`config.mk`:
```
export PLATFORM = sky130hd
export DESIGN_NAME = link_deser_flat
export DESIGN_NICKNAME = d
export VERILOG_FILES = /design/src/lwc_pkg.sv /design/src/lwc_ifs.sv /design/src/link_deser.sv /design/src/flat_wrapper.sv
export SDC_FILE = /design/constraint.sdc
export NUM_CORES = 1
export LEC_CHECK = 0
export BUFFER_PORTS_ARGS = -buffer_cell sky130_fd_sc_hd__buf_2
export CORE_MARGIN = 3
export CORE_UTILIZATION = 56
export CTS_CLUSTER_SIZE = 12
export DETAILED_ROUTE_END_ITERATION = 10
export PLACE_DENSITY = 0.86
export SLEW_MARGIN = 20
export SYNTH_ARGS = -nofsm -noshare
export SYNTH_HDL_FRONTEND = slang
export SYNTH_SLANG_ARGS = --single-unit
```
`constraint.sdc`:
```
create_clock -name ref_clk -period 1.55 [get_ports ref_clk]
set_input_delay 0.31 -clock ref_clk [delete_from_list [all_inputs] [get_ports ref_clk]]
set_output_delay 0.31 -clock ref_clk [all_outputs]
set_load 0.01 [all_outputs]
```
`src/lwc_pkg.sv`:
```
// shared constants and types of the link word checker
package lwc_pkg;
  localparam int LANES      = 8;
  localparam int WORD_W     = 48;
  localparam int ENTRY_W    = 64;
  localparam int STAMP_W    = 16;
  localparam int CNT_W      = 32;
  localparam int FIFO_DEPTH = 8192;
  localparam int FIFO_AW    = 13;
  localparam int ADDR_W     = 8;
  localparam int DATA_W     = 32;
  localparam logic [2:0] BEAT_LAST = 3'h5;

  typedef enum logic [1:0] {
    frequency_source_mode = 2'b00,
    gradient_source_mode  = 2'b01,
    receiver_unit_mode    = 2'b10
  } rx_mode_t;

  // gradient_word_type / receiver-unit type field codes
  typedef enum logic [1:0] {
    kind_illegal = 2'b00,
    kind_data    = 2'b01,
    kind_commit  = 2'b10,
    kind_idle    = 2'b11
  } word_kind_t;

  localparam logic [ADDR_W-1:0] REG_CTRL    = 8'h00;
  localparam logic [ADDR_W-1:0] REG_STATUS  = 8'h04;
  localparam logic [ADDR_W-1:0] REG_LEVEL   = 8'h08;
  localparam logic [ADDR_W-1:0] REG_DATA_LO = 8'h0c;
  localparam logic [ADDR_W-1:0] REG_DATA_HI = 8'h10;

  localparam int CTRL_MODE_LSB = 0;
  localparam int CTRL_EN_BIT   = 2;
  localparam int CTRL_CLR_BIT  = 3;
  localparam int ST_MODE_LSB   = 6;

  localparam int EVEN_PAR_POS = 47;
  localparam int SYNC_POS     = 46;
  localparam int WSEL_POS     = 45;
  localparam int STAMP_LSB    = 48;

  localparam rx_mode_t MODE_RST = frequency_source_mode;
  localparam logic     EN_RST   = 1'b0;
endpackage

```
`src/lwc_ifs.sv`:
```
// carriers between the checker and its deserialiser and fifo
`timescale 1ns/1ps
interface word_if import lwc_pkg::*; ();
  logic              vld;
  logic [WORD_W-1:0] data;
  modport src (output vld, output data);
  modport snk (input vld, input data);
endinterface


```
`src/link_deser.sv`:
```
// link sampler: rebuilds 48-bit words from eight serial lanes
`timescale 1ns/1ps
module link_deser import lwc_pkg::*; (
  // clock and reset
  input wire logic             ref_clk,
  input wire logic             resetn,
  // link pins
  input wire logic             link_clk,
  input wire logic             link_frame,
  input wire logic [LANES-1:0] link_data,
  // words out
  word_if.src                  wout
);
  typedef struct packed {
    logic [LANES+1:0]  meta;
    logic [LANES+1:0]  sync;
    logic              prev_clk;
    logic [2:0]        beat;
    logic [WORD_W-1:0] shift;
    logic              vld;
    logic [WORD_W-1:0] word;
  } deser_t;

  deser_t q, n;
  logic [WORD_W-1:0] sh_nxt;

  always_comb begin
    n = q;
    n.meta = {link_clk, link_frame, link_data};
    n.sync = q.meta;
    n.prev_clk = q.sync[LANES+1];
    n.vld = 1'b0;
    sh_nxt = {q.shift[WORD_W-LANES-1:0], q.sync[LANES-1:0]};
    // six beats of eight lanes, first beat marked by the frame pin
    if (q.sync[LANES+1] && !q.prev_clk) begin
      if (q.sync[LANES]) begin
        n.shift = sh_nxt; // RULE_01
        n.beat = 3'h1;
      end else if (q.beat != 3'h0) begin
        n.shift = sh_nxt;
        if (q.beat == BEAT_LAST) begin
          n.vld = 1'b1; // RULE_02
          n.word = sh_nxt;
          n.beat = 3'h0;
        end else begin
          n.beat = q.beat + 3'h1;
        end
      end
    end
  end

  always_ff @(posedge ref_clk or negedge resetn) begin
    if (!resetn) begin
      q <= '0;
    end else begin
      q <= n;
    end
  end

  assign wout.vld = q.vld;
  assign wout.data = q.word;

  property p_word_pulse;
    @(posedge ref_clk) disable iff (!resetn) wout.vld |=> !wout.vld;
  endproperty
  a_word_pulse: assert property (p_word_pulse) else $error("word strobe longer than one cycle"); // RULE_01
endmodule

```
`src/flat_wrapper.sv`:
```
// flat-port wrapper written by rule: the top's interface ports become plain ports
module link_deser_flat import lwc_pkg::*;
  (ref_clk, resetn, link_clk, link_frame, link_data, wout_vld, wout_data);
  word_if wout_i ();
  input wire logic ref_clk;
  input wire logic resetn;
  input wire logic link_clk;
  input wire logic link_frame;
  input wire logic [LANES-1:0] link_data;
  output wire logic [$bits(wout_i.vld)-1:0] wout_vld;
  output wire logic [$bits(wout_i.data)-1:0] wout_data;
  assign wout_vld = wout_i.vld;
  assign wout_data = wout_i.data;
  link_deser u_core (.ref_clk(ref_clk), .resetn(resetn), .link_clk(link_clk), .link_frame(link_frame), .link_data(link_data), .wout(wout_i));
endmodule
```
[Word-level counts from Yosys, hierarchy flattened]
Cells that the tools add are included.
Word-level totals
  flip-flop bits (word level): 113
  input bits: 12
  logic and storage cells: 22
Cells by class
  $add $sub $neg: 1
  bitwise logic cells: 1
  eq/ne operators: 1
  muxes and demuxes: 6
  reduce and logical (&&, ||, !) cells: 6
Operators with widths (count)
  two-way mux 49 bit: 3
  two-way mux 100 bit: 1
  two-way mux 51 bit: 1
  AND reduction 4 bit: 1
  adder 3 x 1 -> 3 bit (second input constant): 1
  equality test 3 bit (second input constant): 1
  two-way mux 3 bit: 1
  nonzero test 3 bit: 1
  AND reduction 2 bit: 1
  nonzero test 2 bit: 1
  logical AND 1 bit: 1
  logical NOT 1 bit: 1
  NOT 1 bit: 1

[Longest topological paths before layout]
  word-level depth: 5
  gate-level depth with buffers: 5
  gate-level depth less buffers: 3

[Least setup slack after synthesis]
OpenSTA, ideal clock, no wires.
  path type: reg2reg
  start: reg u_core.q[100] (netlist bit)
  end: reg u_core.q (netlist bit u_core.wout.data[38])
  cell stages (with the launch flop): 6
  required time: 1425 ps
  path buffers: 2
  setup slack: 134 ps
  arrival time: 1291 ps
  cells stage by stage: dfrtp_1 -> and2b_1 -> nand4_2 -> buf_6 -> buf_6 -> mux2_4
Between the ends
  cells in the longest elaborated chain, start to end: 3
RTL lines
  start, declared: line link_deser.sv:24  | deser_t q, n;
  start signal, assigned: line link_deser.sv:56  | q <= n;
  logical NOT 1 bit: line link_deser.sv:35  | if (q.sync[LANES+1] && !q.prev_clk) begin
  logical AND 1 bit: line link_deser.sv:35
  AND reduction 4 bit (no source line)
No other way between the ends.
A chain may end at the register's enable or synchronous reset.

[Worst setup path in the final report]
  start: reg u_core.q[100] (netlist bit)
  end: reg u_core.q[84] (netlist bit)
Between the ends
  cells in the longest elaborated chain, start to end: 3
RTL lines (line)
  logical NOT 1 bit: link_deser.sv:35
  logical AND 1 bit: link_deser.sv:35
  AND reduction 2 bit (no source line)
No other way between the ends.

==> flow_metrics.tcl <==
set metrics [dict create \
    status "completed" \
    synth_seq_cells 113 \
    p_clk_share_pct 35.8 \
    via_count 2105 \
    synthTopCellsByCount "dfrtp_1 (113), mux2_2 (76), buf_4 (48)" \
    synthTopCellsByArea "dfrtp_1 (64%), mux2_2 (19%), buf_4 (8.2%)" \
    yosysSeqAreaShare_pct 64.2 \
    slew_violations 0 \
    detail_route.drc_violations 0 \
    worst_setup_path_end_kind "flop" \
    cts_setup_buffers 0 \
    via_per_inst 4.93 \
    p_comb_share_pct 19.5 \
    die_area_mm2 0.00897 \
    ir_worst_vdd_uv 1070 \
    final.setup_skew_ns 0.0104 \
    max-cap-violations 0 \
    drtIter0Drc 70 \
    slew_headroom_pct 69.7 \
    worstMarginPinSlew_ns 0.455 \
    syn_nets 287 \
    synth_edf_count 0 \
    antenna_found_initial 0 \
    period_minus_slack_ns 1.48 \
    h-tree-depth 4 \
    cts.sinks 113 \
    antenna_cells 0 \
    final_layout_size_suffix_gt1_share_pct 56.1 \
    io_pins 61 \
    die_w_um 94.7 \
    routed_wl_mm 6.57 \
    power.leakage_uw 0.00265 \
    crit_arrival_ns 1.85 \
    rsz0062_at_grt "false" \
    finalInstanceArea_mm2 0.00524 \
    required_ns 1.92 \
    ys_warn_count 0 \
    clock_latency_ns 0.50 \
    setup_viol 0 \
    grt-ovfl-total 0 \
    synth_area_per_cell_um2 16.0 \
    syn-cell-area_mm2 0.00441 \
    syn_inst 275 \
    p_switching_uw 2590 \
    synth_top_area_cell "dfrtp_1" \
    core_mm2 0.00745 \
    power_density_mw_per_mm2 1940 \
    hp-class "in2async" \
    ys.flop_type "dfrtp_1" \
    yosys.cell_types.count 21 \
    max_freq_mhz 676 \
    grt_pass1_wl_mm 11.0 \
    grt_max_degree 34 \
    start_util_pct 59.2 \
    cts_buffers 17 \
    ant_nets 0 \
    path_class "reg2reg" \
    first_global_vias 2168 \
    finalHoldViolations 0 \
    yosysMostFrequentCell "dfrtp_1" \
    dp_hpwl_mm 4.26 \
    cts_root_buffer "clkbuf_8" \
    cp-start-kind "flop" \
    internal-power_uw 7590 \
    avgRoutedWirePerCell_um 15.4 \
    rows 31 \
    r2r_cells 4 \
    fillers 511 \
    crit_fanout 23 \
    cts_tree "built" \
    ys_async_sr_fraction_pct 100 \
    yosysTopAreaCellShare_pct 64.2 \
    area.growth.synth_to_final_pct 19.0 \
    setup_tns_ns 0 \
    seqPwrFrac_pct 44.7 \
    power_uw 10200 \
    switching_share_pct 25.5 \
    track_usage_pct 16.9 \
    placed_area_mm2 0.00455 \
    fin_nets 328 \
    die_height_um 94.7 \
    place_congestion 0.745 \
    port_buffers 60 \
    clkTransAtPathRegs_ns 0.05 \
    dr.pass1.iters 4 \
    min_period_over_period_pct 95.4 \
    clock_path_buffers 2 \
]
==> sequential cells by signal, summed over array words and instances, names as in the netlist <==
name	flops
u_core.wout.data	48
u_core.wout.vld	1
u_core.q	53
u_core.n	11
==> what timing repair did <==
action                     CTS  global route
setup endpoints to repair    0             3
hold buffers                11             0
resized for setup            0             1
hold endpoints to repair    40             0
==> layer usage <==
layer / part of all wire (%) / up-vias / global-route usage, %
li1: - / 986 / -
met1: 44 / 1058 / 21.7
met2: 50 / 50 / 25.3
met3: 4.7 / 11 / 6.29
met4: 1.6 / 0 / 8.29
met5: 0 / - / 0
==> power groups by stage <==
stage                     logic, uW  registers (uW)  clock network (uW)
final                          1990            4550                3650
after global routing           2170            4710                3880
after CTS                      2030            4560                3730
after detailed placement       1990            4590                   0
after global placement         1910            4530                   0
after floorplan                1940            4360                   0
==> cell families after synthesis <==
kind of cell | Yosys count | share of synthesized area (%)
buf+inv | 58 | 10.1
simple gates | 11 | 1.59
compound gates | 5 | 0.824
flops | 113 | 64.2
mux | 88 | 23.3
==> cells in the final DEF, fill, tap and decap left out, drive strengths merged <==
cell | Yosys | layout
o21ai | 2 | 2
o221ai | 1 | 1
nor2 | 3 | 3
nand3b | 1 | 1
and2b | 1 | 1
a2bb2oi | 1 | 1
a21oi | 1 | 1
nand4 | 1 | 1
nand2 | 1 | 1
nand2b | 2 | 2
or2 | 1 | 1
mux2 | 88 | 88
bufinv | 0 | 2
clkinv | 0 | 3
inv | 1 | 1
clkbuf | 0 | 26
nor2b | 1 | 1
buf | 57 | 68
dfrtp | 113 | 113
dlygate4sd3 | 0 | 11
==> per-stage QoR <==
stage / utilization (%) / setup slack, ns / hold WS, ns / std cells
after floorplan: - / 0.134 / 0.0144 / 275
after global placement: 61.1 / 0.149 / 0.284 / 385
after detailed placement: 61.1 / 0.0798 / 0.289 / 385
after CTS: 70.3 / 0.0536 / 0.289 / 427
after global routing: 70.4 / 0.0160 / 0.338 / 427
final: 70.4 / 0.0717 / 0.308 / 427
==> final timing paths <==
path | startpoint | to | slack (ns)
setup reg to reg | u_core.q[100] | u_core.q[84] | 0.07
setup / recovery | u_core.q[100] | u_core.q[84] | 0.07
min in group ref_clk | u_core.n[102] | u_core.q[102] | 0.35
hold / removal | resetn | u_core.q[97] | 0.31
hold reg to reg | u_core.n[102] | u_core.q[102] | 0.35
max in group asynchronous | resetn | u_core.q[84] | 0.71
==> critical path, stage by stage (launching register included) <==
cell and delay [ns]:
dfrtp_1 0.37, nand2b_1 0.20, a21oi_4 0.22, buf_12 0.20
mux2_2 0.35
==> final cells by class <==
class                           count  area [um2]  area share, %
Sequential cell                   113        2830           54.0
Clock inverter                      5        75.1           1.43
Clock buffer                       26         498           9.50
Multi-Input combinational cell    104        1150           22.0
Timing Repair Buffer               79         561           10.7
Inverter                            1        3.75         0.0716
Tap cell                           99         124           2.36
(Power assumes the default switching activity.)
